--- src/verilog/adc_cfg_pkg.sv ---
// constants, types and register map of the configuration register slice
package adc_cfg_pkg;

  // byte offsets of the eight-bit register space
  localparam logic [7:0] ADDR_POS_0    = 8'h2C;
  localparam logic [7:0] ADDR_POS_1    = 8'h2D;
  localparam logic [7:0] ADDR_POS_2    = 8'h2E;
  localparam logic [7:0] ADDR_FSR_0    = 8'h30;
  localparam logic [7:0] ADDR_FSR_1    = 8'h31;
  localparam logic [7:0] ADDR_PWR_A    = 8'h37;
  localparam logic [7:0] ADDR_TSTAMP   = 8'h3B;
  localparam logic [7:0] ADDR_REFOUT   = 8'h3C;

  // reset values
  localparam logic [15:0] FSR_RESET    = 16'hA000;
  localparam logic [7:0]  PWR_RESET    = 8'h4B;
  localparam logic [7:0]  TSTAMP_RESET = 8'h00;
  localparam logic [7:0]  REFOUT_RESET = 8'h01;

  // power mode codes; all others reserved
  localparam logic [7:0]  PWR_LOW      = 8'h46;
  localparam logic [7:0]  PWR_HIGH     = 8'h4B;

  // full-scale code limits
  localparam logic [15:0] FSR_MIN_REC  = 16'h2000;

  // field positions
  localparam int TS_RECV_BIT = 0;
  localparam int TS_ECL_BIT  = 1;
  localparam int REFOUT_BIT  = 0;

  // register read or write request carried on the control port
  typedef struct packed {
    logic       wr;
    logic       rd;
    logic [7:0] addr;
    logic [7:0] wdata;
  } reg_req_t;

  // controls driven toward the analog circuits
  typedef struct packed {
    logic [15:0] full_scale_range_code;
    logic [7:0]  power_mode_code_a;
    logic        timestamp_receiver_on;
    logic        timestamp_ecl_termination_mode;
    logic        reference_clock_output_on;
  } analog_ctl_t;

endpackage

--- src/verilog/adc_config_register_slice.sv ---
// configuration register slice behind the serial control port
`timescale 1ns/1ns

// How it works
// - read-only 24-bit alignment edge position status
// - 16-bit full-scale code, reset A000, all channels
// - power code resets 4B; 46 low power
// - timestamp control bit0 enables input receiver
// - timestamp control bit1 selects ECL termination
// - reference output driven only when synthesizer enabled
// - reference output enable resets to one
module adc_config_register_slice
  import adc_cfg_pkg::*;
(
  // clock, reset, enable
  input  wire logic        clk_i,
  input  wire logic        rst_i,
  input  wire logic        ce_i,
  // register access from the serial control port
  input  wire reg_req_t    req_i,
  output logic [7:0]       rdata_o,
  output logic             rvalid_o,
  // status and interlock inputs from the rest of the device
  input  wire logic [23:0] alignment_edge_position_i,
  input  wire logic        synth_on_i,
  input  wire logic        calib_on_i,
  input  wire logic        serial_link_on_i,
  // controls toward the analog circuits
  output analog_ctl_t      ctl_o,
  output logic             pwr_change_unsafe_o
);

  // writable register storage; the position status is read live, not stored
  logic [15:0] fsr_reg;
  logic [7:0]  pwr_reg;
  logic [7:0]  ts_reg;
  logic [7:0]  ref_reg;

  // write strobe decode for one address, shared by the fsr_reg, pwr_reg, ts_reg and ref_reg processes
  function automatic logic wr_hit(input logic [7:0] a);
    wr_hit = ce_i && req_i.wr && (req_i.addr == a);
  endfunction

  // read mux; one place holds the whole address map of this slice
  function automatic logic [7:0] read_mux(input logic [7:0] a);
    case (a)
      ADDR_POS_0:  read_mux = alignment_edge_position_i[7:0];
      ADDR_POS_1:  read_mux = alignment_edge_position_i[15:8];
      ADDR_POS_2:  read_mux = alignment_edge_position_i[23:16];
      ADDR_FSR_0:  read_mux = fsr_reg[7:0];
      ADDR_FSR_1:  read_mux = fsr_reg[15:8];
      ADDR_PWR_A:  read_mux = pwr_reg;
      ADDR_TSTAMP: read_mux = ts_reg;
      ADDR_REFOUT: read_mux = ref_reg;
      default:     read_mux = 8'h00; // unmapped reads as zero
    endcase
  endfunction

  // full-scale range code, written a byte at a time
  always_ff @(posedge clk_i) begin
    if (rst_i) begin
      fsr_reg <= FSR_RESET;
    end else begin
      if (wr_hit(ADDR_FSR_0)) fsr_reg[7:0] <= req_i.wdata;
      if (wr_hit(ADDR_FSR_1)) fsr_reg[15:8] <= req_i.wdata;
    end
  end

  // power mode code; stored as written so software can read back its set
  always_ff @(posedge clk_i) begin
    if (rst_i) begin
      pwr_reg <= PWR_RESET;
    end else if (wr_hit(ADDR_PWR_A)) begin
      pwr_reg <= req_i.wdata;
    end
  end

  // flags a power-mode write made while calibration or the link still runs
  always_ff @(posedge clk_i) begin
    if (rst_i) begin
      pwr_change_unsafe_o <= 1'b0;
    end else if (ce_i) begin
      pwr_change_unsafe_o <= req_i.wr && req_i.addr == ADDR_PWR_A &&
                             (calib_on_i || serial_link_on_i);
    end
  end

  // timestamp and reference output control; reserved bits stored as written
  always_ff @(posedge clk_i) begin
    if (rst_i) begin
      ts_reg  <= TSTAMP_RESET;
      ref_reg <= REFOUT_RESET;
    end else begin
      if (wr_hit(ADDR_TSTAMP)) ts_reg <= req_i.wdata;
      if (wr_hit(ADDR_REFOUT)) ref_reg <= req_i.wdata;
    end
  end

  // registered analog controls; one cycle after the write lands
  // the reference output is held off in reset and, with the synthesizer on, rises one edge after release
  always_ff @(posedge clk_i) begin
    if (rst_i) begin
      ctl_o.full_scale_range_code          <= FSR_RESET;
      ctl_o.power_mode_code_a              <= PWR_RESET;
      ctl_o.timestamp_receiver_on          <= 1'b0;
      ctl_o.timestamp_ecl_termination_mode <= 1'b0;
      ctl_o.reference_clock_output_on      <= 1'b0;
    end else if (ce_i) begin
      ctl_o.full_scale_range_code          <= fsr_reg;
      ctl_o.power_mode_code_a              <= pwr_reg;
      ctl_o.timestamp_receiver_on          <= ts_reg[TS_RECV_BIT];
      ctl_o.timestamp_ecl_termination_mode <= ts_reg[TS_ECL_BIT];
      ctl_o.reference_clock_output_on      <= ref_reg[REFOUT_BIT] && synth_on_i;
    end
  end

  // read data, one cycle after the request
  always_ff @(posedge clk_i) begin
    if (rst_i) begin
      rdata_o  <= 8'h00;
      rvalid_o <= 1'b0;
    end else if (ce_i) begin
      rvalid_o <= req_i.rd;
      rdata_o  <= req_i.rd ? read_mux(req_i.addr) : 8'h00;
    end
  end

  // checks compare each output against the inputs one edge earlier; a_ts_bits compares against the write two edges earlier
  a_refout_gate: assert property (@(posedge clk_i) disable iff (rst_i)
    ce_i |=> ctl_o.reference_clock_output_on == ($past(ref_reg[REFOUT_BIT]) && $past(synth_on_i)))
    else $error("reference output gating wrong");

  a_fsr_write: assert property (@(posedge clk_i) disable iff (rst_i)
    ce_i && req_i.wr && req_i.addr == ADDR_FSR_1 |=> fsr_reg[15:8] == $past(req_i.wdata))
    else $error("full-scale high byte not stored");

  a_pos_read: assert property (@(posedge clk_i) disable iff (rst_i)
    ce_i && req_i.rd && req_i.addr == ADDR_POS_2 |=> rvalid_o && rdata_o == $past(alignment_edge_position_i[23:16]))
    else $error("position status read wrong");

  a_reset_vals: assert property (@(posedge clk_i)
    $past(rst_i) |-> pwr_reg == PWR_HIGH && fsr_reg == FSR_RESET && ref_reg == REFOUT_RESET && ts_reg == TSTAMP_RESET)
    else $error("reset values wrong");

  a_ts_bits: assert property (@(posedge clk_i) disable iff (rst_i)
    ce_i && req_i.wr && req_i.addr == ADDR_TSTAMP ##1 ce_i |=> ctl_o.timestamp_receiver_on == $past(req_i.wdata[0], 2))
    else $error("timestamp receiver control wrong");

  a_ts_ecl: assert property (@(posedge clk_i) disable iff (rst_i)
    ce_i |=> ctl_o.timestamp_ecl_termination_mode == $past(ts_reg[TS_ECL_BIT]))
    else $error("termination mode control wrong");

  a_ref_reset: assert property (@(posedge clk_i)
    $past(rst_i) && !rst_i |-> ref_reg[REFOUT_BIT])
    else $error("reference enable not set at reset");

  a_pwr_unsafe: assert property (@(posedge clk_i) disable iff (rst_i)
    ce_i && req_i.wr && req_i.addr == ADDR_PWR_A && calib_on_i |=> pwr_change_unsafe_o)
    else $error("unsafe power change not flagged");

  a_link_unsafe: assert property (@(posedge clk_i) disable iff (rst_i)
    ce_i && req_i.wr && req_i.addr == ADDR_PWR_A && serial_link_on_i |=> pwr_change_unsafe_o)
    else $error("power change with link on not flagged");

  a_unsafe_quiet: assert property (@(posedge clk_i) disable iff (rst_i)
    ce_i && !calib_on_i && !serial_link_on_i |=> !pwr_change_unsafe_o)
    else $error("unsafe flag raised without interlock breach");

  a_fsr_low: assert property (@(posedge clk_i) disable iff (rst_i)
    ce_i && req_i.wr && req_i.addr == ADDR_FSR_0 |=> fsr_reg[7:0] == $past(req_i.wdata))
    else $error("full-scale low byte not stored");

  a_fsr_to_ctl: assert property (@(posedge clk_i) disable iff (rst_i)
    ce_i |=> ctl_o.full_scale_range_code == $past(fsr_reg))
    else $error("full-scale code not passed to output");

  a_pwr_write: assert property (@(posedge clk_i) disable iff (rst_i)
    ce_i && req_i.wr && req_i.addr == ADDR_PWR_A |=> pwr_reg == $past(req_i.wdata))
    else $error("power mode code not stored");

  a_pwr_to_ctl: assert property (@(posedge clk_i) disable iff (rst_i)
    ce_i |=> ctl_o.power_mode_code_a == $past(pwr_reg))
    else $error("power mode code not passed to output");

  a_pos_low: assert property (@(posedge clk_i) disable iff (rst_i)
    ce_i && req_i.rd && req_i.addr == ADDR_POS_0 |=> rvalid_o && rdata_o == $past(alignment_edge_position_i[7:0]))
    else $error("position status low byte read wrong");

  a_pos_readonly: assert property (@(posedge clk_i) disable iff (rst_i)
    ce_i && req_i.wr && req_i.addr == ADDR_POS_0 |=>
      $stable(fsr_reg) && $stable(pwr_reg) && $stable(ts_reg) && $stable(ref_reg))
    else $error("write to position status changed a register");

  a_ts_write: assert property (@(posedge clk_i) disable iff (rst_i)
    ce_i && req_i.wr && req_i.addr == ADDR_TSTAMP |=> ts_reg == $past(req_i.wdata))
    else $error("timestamp control not stored");

  a_ref_write: assert property (@(posedge clk_i) disable iff (rst_i)
    ce_i && req_i.wr && req_i.addr == ADDR_REFOUT |=> ref_reg == $past(req_i.wdata))
    else $error("reference output control not stored");

  a_ref_no_synth: assert property (@(posedge clk_i) disable iff (rst_i)
    ce_i && !synth_on_i |=> !ctl_o.reference_clock_output_on)
    else $error("reference output driven with synthesizer off");

  a_ctl_reset: assert property (@(posedge clk_i)
    $past(rst_i) |-> ctl_o.full_scale_range_code == FSR_RESET && ctl_o.power_mode_code_a == PWR_RESET &&
                     !ctl_o.reference_clock_output_on && !pwr_change_unsafe_o && !rvalid_o)
    else $error("output stage not at reset values");

  a_rvalid_rd: assert property (@(posedge clk_i) disable iff (rst_i)
    ce_i && req_i.rd |=> rvalid_o)
    else $error("read not answered");

  a_rdata_idle: assert property (@(posedge clk_i) disable iff (rst_i)
    ce_i && !req_i.rd |=> !rvalid_o && rdata_o == 8'h00)
    else $error("read data shown without a read");

  a_ce_freeze: assert property (@(posedge clk_i) disable iff (rst_i)
    !ce_i |=> $stable(fsr_reg) && $stable(pwr_reg) && $stable(ts_reg) && $stable(ref_reg) &&
              $stable(ctl_o) && $stable(rvalid_o) && $stable(rdata_o) && $stable(pwr_change_unsafe_o))
    else $error("state moved while clock enable low");

endmodule

--- config.mk ---
export PLATFORM = sky130hd
export DESIGN_NAME = adc_config_register_slice
export DESIGN_NICKNAME = d
export VERILOG_FILES = /design/src/verilog/adc_cfg_pkg.sv /design/src/verilog/adc_config_register_slice.sv
export SDC_FILE = /design/constraint.sdc
export NUM_CORES = 1
export LEC_CHECK = 0
export ABC_CLOCK_PERIOD_IN_PS = 2200
export BUFFER_PORTS_ARGS = -buffer_cell sky130_fd_sc_hd__buf_2
export CORE_ASPECT_RATIO = 1.1
export CORE_MARGIN = 1.5
export CORE_UTILIZATION = 30
export DETAILED_ROUTE_END_ITERATION = 10
export GPL_ROUTABILITY_DRIVEN = 0
export SLEW_MARGIN = 20
export SYNTH_ARGS = -nofsm -noshare
export SYNTH_HDL_FRONTEND = slang
export SYNTH_SLANG_ARGS = --single-unit
--- constraint.sdc ---
create_clock -name clk_i -period 2.2 [get_ports clk_i]
set_input_delay 0.44 -clock clk_i [delete_from_list [all_inputs] [get_ports clk_i]]
set_output_delay 0.44 -clock clk_i [all_outputs]
set_load 0.02 [all_outputs]
# Yosys cells after proc, flatten, opt, wreduce, memory -nomap -nowiden
# Cells that the tools add are included.
[totals]
reg_bits = 77
latchBits = 0
ramBits = 0
rom_bits = 0
in_bits = 48
output_inout_bits = 37
elab_cells = 33
n_memories = 0
[op_classes]
addsub = 0
multipliers = 0
n_div = 0
n_lt_le_gt_ge = 0
n_eq_ne = 8
shift = 0
muxes = 2
n_bitwise = 0
n_reduce_logical = 10
[op_table]
columns = ["cell", "n"]
rows = [
  ["equality test 8 x 6 -> 1 bit (second input constant)", 8],
  ["one-hot mux 8 bit (8 select lines)", 1],
  ["logical AND 1 bit", 9],
  ["2-to-1 mux 8 bit", 1],
  ["logical OR 1 bit", 1],
]

# Longest topological paths before layout
# Gate-level depths: netlist (run 1).
[logic_depth]
depth_word = 3
ltp_mapped = 7

# Least setup slack after synthesis (run 1)
# Ideal clock, no wire load.
[synth_path]
path_type = "in2reg"
from = "input port req_i[10] (netlist bit)"
to = "register fsr_reg[13]"
t_arrival_ns = 1.739
path_slack_ns = 0.341
path_stages = 5
n_path_buf = 1
path_cell_list = "buf_6 or3_4 nor4_4 nor2b_1 a211o_1"
[synth_between]
elab_chain_cells = 2
[synth_lines]
columns = ["item", "line_no", "rtl"]
rows = [
  ["start, declared", "adc_config_register_slice.sv:20", "input wire reg_req_t req_i,"],
  ["equality test 8 x 6 -> 1 bit", "adc_config_register_slice.sv:41", "wr_hit = ce_i && req_i.wr && (req_i.addr == a);"],
  ["logical AND 1 bit", "adc_config_register_slice.sv:41", ""],
  ["end signal, assigned", "adc_config_register_slice.sv:65", "if (wr_hit(ADDR_FSR_1)) fsr_reg[15:8] <= req_i.wdata;"],
  ["end, declared", "adc_config_register_slice.sv:34", "logic [15:0] fsr_reg;"],
]
# No other way between the ends.
# A chain may end at the register's enable or synchronous reset.

# Worst setup path in the final report (run 1)
[layout_path]
from = "input port req_i[9] (netlist bit)"
to = "register rdata_o[4]"
[layout_between]
elab_chain_cells = 3
word_cells_on_any_way = 10
classes_between = "eq/ne: 8; mux: 2"
[layout_lines]
columns = ["item", "line_no", "rtl"]
rows = [
  ["equality test 8 x 6 -> 1 bit", "adc_config_register_slice.sv:46", "case (a)"],
  ["one-hot mux 8 bit (8 select lines) *", "adc_config_register_slice.sv:46", ""],
  ["2-to-1 mux 8 bit *", "adc_config_register_slice.sv:124", "rdata_o <= req_i.rd ? read_mux(req_i.addr) : 8'h00;"],
  ["end signal, assigned", "adc_config_register_slice.sv:124", ""],
  ["end, declared", "adc_config_register_slice.sv:21", "output logic [7:0] rdata_o,"],
]
# Mark *: on every way between the ends. The rest lies on a longest branch, timed or not.

==> summary.txt, run 1 <==
Run status
  • Status: finished, final reports clean

Global route
  • Largest net degree at the start of global routing: 66
  • Vias in the first global route: 2907
  • First-pass GRT wire length: 14770 µm
  • GR Util All Layers: 15.28%
  • Initial antenna violation count: 0
  • GRT overflow: 0

Finish
  • Most frequent cells in the layout: buf_2 (84), dfxtp_1 (77), mux2i_1 (62)
  • Fin util: 38.41%
  • Nets@finish: 501
  • Synthesis-to-layout area growth: 24.76%
  • Largest register FFs: 27
  • Share of layout cells above drive strength 1: 26.64%
  • Diodes inserted: 0
  • Most common cell after layout, fill and taps aside: buf_2
  • Filler cells: 1141

Logic synthesis
  • Synthesized area: 3522 µm²
  • Yosys cell types: 44
  • Post-synth ARST share: 0%
  • Register area share after synthesis: 43.77%
  • Prevailing post-synth register cell: dfxtp_1
  • EDFF count, synth: 0
  • Avg Inst Size Synth: 9.494 µm²
  • Cell count after synthesis: 371
  • Ys Warns: 0
  • Seq cells post-synth: 77
  • Post-Synth Adder-Cell Area: 0.2842%
  • Simple-gate share of the synthesized area: 20.57%
  • Largest family of logic cells by synthesized area: simple AND/OR/NAND/NOR gates
  • Multiplexer area fraction after synthesis: 17.62%
  • XOR/XNOR Fraction of Synth Area: 0.2487%
  • Syn_nets: 419
  • Synth Area in Compound Gates: 13.46%

Drt
  • Vias per cell: 4.913
  • Routed length on met1: 4293 µm
  • Initial drt markers: 187
  • DR vias: 2987
  • Final wirelength: 9271 µm
  • DRC Markers: 0
  • Routed length on met3: 703 µm
  • 1st-pass router iterations: 4
  • Final ANT Viol Nets: 0
  • WL/cell: 15.25 µm
  • Top sig layer: met4
  • Metal2 WL: 4114 µm

Clocking
  • CTS Buf Count: 9
  • Clk sinks: 77
  • Clk_lat worst skew: 0.34 ns
  • Root Buffer: clkbuf_16
  • CTS tree: yes
  • Hold_buf cts: 0
  • Clock slew at reported path FFs: 0.06 ns
  • Post CTS Setup Buffer Count: 0
  • H-tree levels: 3
  • CTS max path bufs: 2
  • Resize count post-CTS: 0

Power
  • P_leak: 0.001754 µW
  • Pwr Total: 3104 µW
  • VDD IR-drop max: 309.3 µV
  • PwrDens: 706.4 nW/µm²

Worst setup path
  • Worst setup SP type: input port
  • Required time of the critical path: 2.46 ns
  • Crit path from: req_i[9]
  • Critical path endpoint category: register
  • Arr. time, crit path: 2.05 ns
  • CP Max Fanout: 11
  • Reg2reg start: fsr_reg[14]$_SDFFE_PP0P_
  • Crit path kind: input port to register

Placement
  • Post-DP HPWL: 6713 µm
  • Port Buf Inserts: 84

Timing
  • Final setup vio count: 0
  • Achievable frequency: 0.5582 GHz
  • Max-Slew Margin vs Limit: 31.16%
  • Max Transition Viols Final: 0
  • Hold Fails Final Rpt: 0
  • Setup TNS: 0 ns
  • Unrepaired setup endpoints after global routing: false
  • Min Tclk post-route: 1.791 ns
  • Period utilisation layout: 81.43%
  • Clock Skew: 0.006601 ns
  • Worst-Margin Slew: 1.029 ns

Flow run
  • Number of max-cap violations: 0

Min path
  • Hold Path Origin: req_i[16]
  • Worst hold path class: input port to register

Floorplan
  • Row count: 41
  • Die H: 116.6 µm
  • I/O pin count: 85
  • Initial Util: 30.79%
  • Die width: 106.3 µm
  • Die footprint: 12400 µm²
  • Core Region: 11440 µm²
power by group:
group	switching (µW)	internal [µW]	total, µW
clock network	565	906	1470
logic	138	88.3	226
registers	4.10	1400	1410
cells by family (layout without fill, tap and decap cells):
family,Yosys count,in the layout
AOI/OAI and AO/OA,66,66
xor gates and xnor gates,1,1
adders and majority gates,1,1
buffers and inverters,29,116
DFF,77,77
muxes,62,62
and+or+nand+nor,135,135
worst max-delay path, cell delays in order:
cell      delay [ns]
buf_2           0.16
buf_4           0.19
maj3_1          0.34
o221ai_1        0.58
a22oi_1         0.17
a31oi_1         0.18
per-stage QoR:
stage	hold slack (ns)	instance area, µm²	setup WS [ns]	instances
floorplan	0.4434	3522	0.3410	371
global placement	0.4548	4100	0.1640	592
detailed placement	0.4662	4100	0.1039	592
CTS	0.3595	4394	0.4376	608
global route	0.3861	4394	0.3054	608
finish	0.3649	4394	0.4086	608
final timing paths:
check	slack (ns)	endpoint	cells after the start
setup / recovery	0.41	rdata_o[4]$_SDFFE_PP0P_	6
hold / removal	0.36	rvalid_o$_SDFFE_PP0P_	3
setup reg to reg	1.05	rdata_o[6]$_SDFFE_PP0P_	4
hold reg to reg	0.47	fsr_reg[1]$_SDFFE_PP0P_	2
metal layers:
layer	vias to the layer above	track usage, %
met3	14	4.241
met4	0	7.117
li1	1493	-
met5	-	0
met2	111	24.13
met1	1369	19.42
synth_stat cells, drive strengths merged, types with 2 or more instances:
master / instances / share of area, %
a21oi: 11 / 1.6
nand2b: 3 / 0.53
a22o: 7 / 1.7
nor2: 55 / 5.9
a31oi: 7 / 1.2
clkbuf: 12 / 1.3
nand3: 4 / 0.57
dfxtp: 77 / 44
inv: 2 / 0.21
nor2b: 14 / 2.5
a211o: 13 / 3.2
mux2i: 62 / 18
nand2: 25 / 2.7
a22oi: 9 / 1.9
nor4: 5 / 2.3
o21ai: 9 / 1.3
nor3: 9 / 1.6
buf: 15 / 2.6
and2: 7 / 1.2
a221oi: 7 / 1.7
area by class of cell:
class	count	area (µm²)	share of cell area, %
inverter	2	7.507	0.1708
sequential	77	1541	35.08
clock buffer	12	246.5	5.609
multi-input combinational	265	1838	41.83
tap	150	187.7	4.271
clock inverter	4	47.55	1.082
timing repair buffer	98	525.5	11.96
(Power assumes the default switching activity.)
==> run 2: changes to the inputs <==
Settings changed: ABC_AREA from default to 1, ABC_CLOCK_PERIOD_IN_PS 2200 to 1660.
Clock period 2.2 ns to 1.66 ns, I/O delays scaled along.
==> summary.txt, run 2 <==
Global route
  • GRT overflow: 0
  • Initial antenna violation count: 0
  • First-pass GRT wire length: 16940 µm
  • GR Util All Layers: 18.06%
  • Largest net degree at the start of global routing: 60
  • Vias in the first global route: 3408

Logic synthesis
  • Post-synth ARST share: 0%
  • Synth top area cells: dfxtp_1 (45%), nand3_1 (13%), nand2_1 (11%)
  • Top-count cell post-synth: nand2_1
  • Prevailing post-synth register cell: dfxtp_1
  • Seq cells post-synth: 77
  • Commonest cells in the netlist: nand2_1 (101), nand3_1 (86), dfxtp_1 (77)
  • Cell count after synthesis: 483
  • Avg Inst Size Synth: 7.111 µm²
  • Register area share after synthesis: 44.88%
  • Share of Yosys cell area claimed by the top area cell type: 44.88%
  • Synthesized area: 3435 µm²
  • Cell taking the most area after synthesis: dfxtp_1
  • Ys Warns: 0
  • Syn_nets: 531
  • Yosys cell types: 19
  • EDFF count, synth: 0

Worst setup path
  • Crit-path cells: buf_2 > inv_1 > nand2_2 > nor2_8 > buf_4 > nand3_1 > nand2_1 > nor2_1 > nand2_1 > nand3_1 > a21oi_1
  • Critical path endpoint category: register
  • Worst setup SP type: input port
  • Arr. time, crit path: 1.54 ns
  • CP Max Fanout: 16
  • Slowest Stage Delay on Critical Path: 0.23 ns
  • Slowest cell on the critical path: nor2_8
  • Required time of the critical path: 1.93 ns
  • Crit path kind: input port to register

Finish
  • Largest register FFs: 27
  • FF+latch area: 1541 µm²
  • Total area of multi-input combinational cells: 1648 µm²
  • Synthesis-to-layout area growth: 25.25%
  • Most common cell after layout, fill and taps aside: nand2_1
  • Share of layout cells above drive strength 1: 23.68%
  • Most frequent cells in the layout: nand2_1 (101), nand3_1 (86), buf_2 (84)
  • Nets@finish: 615
  • Diodes inserted: 0
  • Filler cells: 1187

Timing
  • Max Transition Viols Final: 0
  • Setup TNS: 0 ns
  • Min Tclk post-route: 1.268 ns
  • Final setup vio count: 0
  • Worst-Margin Slew: 0.3482 ns
  • Hold WS: 0.2590 ns
  • Max-Slew Margin vs Limit: 76.76%
  • Hold Fails Final Rpt: 0
  • Unrepaired setup endpoints after global routing: false
  • Achievable frequency: 0.7887 GHz
  • Period utilisation layout: 76.38%
  • Clock Skew: 0.003604 ns

Clocking
  • H-tree levels: 3
  • Post CTS Setup Buffer Count: 0
  • Root Buffer: clkbuf_16
  • CTS Buf Count: 9
  • CTS max path bufs: 2
  • Hold_buf cts: 0
  • Clk sinks: 77
  • CTS tree: yes
  • Clock slew at reported path FFs: 0.05 ns
  • Clk_lat worst skew: 0.34 ns
  • Resize count post-CTS: 0

Floorplan
  • Initial Util: 31.05%
  • Die width: 105.0 µm
  • I/O pin count: 85
  • Die footprint: 12100 µm²
  • Row count: 40
  • Core Region: 11060 µm²
  • Die H: 115.2 µm

Flow run
  • Number of max-cap violations: 0

Min path
  • Worst hold path class: input port to register

Drt
  • DR vias: 3480
  • 1st-pass router iterations: 5
  • Initial drt markers: 278
  • Final wirelength: 10390 µm
  • Vias per cell: 4.854
  • DRC Markers: 0
  • Final ANT Viol Nets: 0
  • WL/cell: 14.50 µm

Power
  • PwrDens: 942.3 nW/µm²
  • VDD IR-drop max: 505.4 µV
  • P_leak: 0.001996 µW

Placement
  • Post-DP HPWL: 7625 µm
  • Port Buf Inserts: 84

Run status
  • Status: finished, final reports clean
## run 2: area by class of cell
| cell class | count | share of cell area, % |
|---|---|---|
| multi-input cells | 349 | 38.31 |
| flip-flops and latches | 77 | 35.83 |
| repair buffers | 99 | 12.68 |
| clock buffers | 12 | 5.963 |
| well taps | 147 | 4.276 |
| inverters | 31 | 2.705 |
| clock inverters | 2 | 0.2327 |
## run 2: worst max-delay path, delay by kind of cell
kind	cells	cell delay, ns
buf+inv	3	0.36
compound gates	1	0.13
simple gates	7	0.71
## run 2: logic make-up after synthesis
family	Yosys count	synth area share [%]
buffers and inverters	57	7.140
AOI/OAI and AO/OA	94	13.70
and+or+nand+nor	255	34.28
DFF	77	44.88
## run 2: path summary, 6_finish.rpt
path                                         startpoint                      end  slack [ns]  depth (start not counted)
worst min-delay path                         synth_on_i    ctl_o[0]$_SDFFE_PP0P_        0.26                          3
worst min register to register   ts_reg[2]$_SDFFE_PP0P_   ts_reg[2]$_SDFFE_PP0P_        0.45                          2
worst max register to register  fsr_reg[2]$_SDFFE_PP0P_  rdata_o[2]$_SDFFE_PP0P_        0.64                          6
worst max-delay path                          req_i[15]  rdata_o[3]$_SDFFE_PP0P_        0.39                         11
## run 2: metrics by stage
stage               setup WS (ns)  utilization (%)  instance area (µm²)  total power [µW]  std cells
global placement           0.1125            36.48                 4035              2305        703
CTS                        0.3774            38.89                 4302              4088        717
global route               0.2759            38.89                 4302              4214        717
floorplan                  0.3556                -                 3435              2141        483
finish                     0.3921            38.89                 4302              4053        717
detailed placement        0.06185            36.48                 4035              2309        703
## run 2: where the power goes
group          switching [µW]  total, µW  internal, µW
sequential               17.1       1900          1880
clock                     715       1790          1070
combinational             242        365           123
## run 2: routing by layer
layer	part of all wire, %	up-vias	GRT usage (%)	routed length, µm
met5	0	-	0	0
met4	2.1	0	8.311	221
met3	6.0	19	3.571	621
met2	46	131	29.80	4736
met1	46	1570	22.87	4813
li1	-	1760	-	-
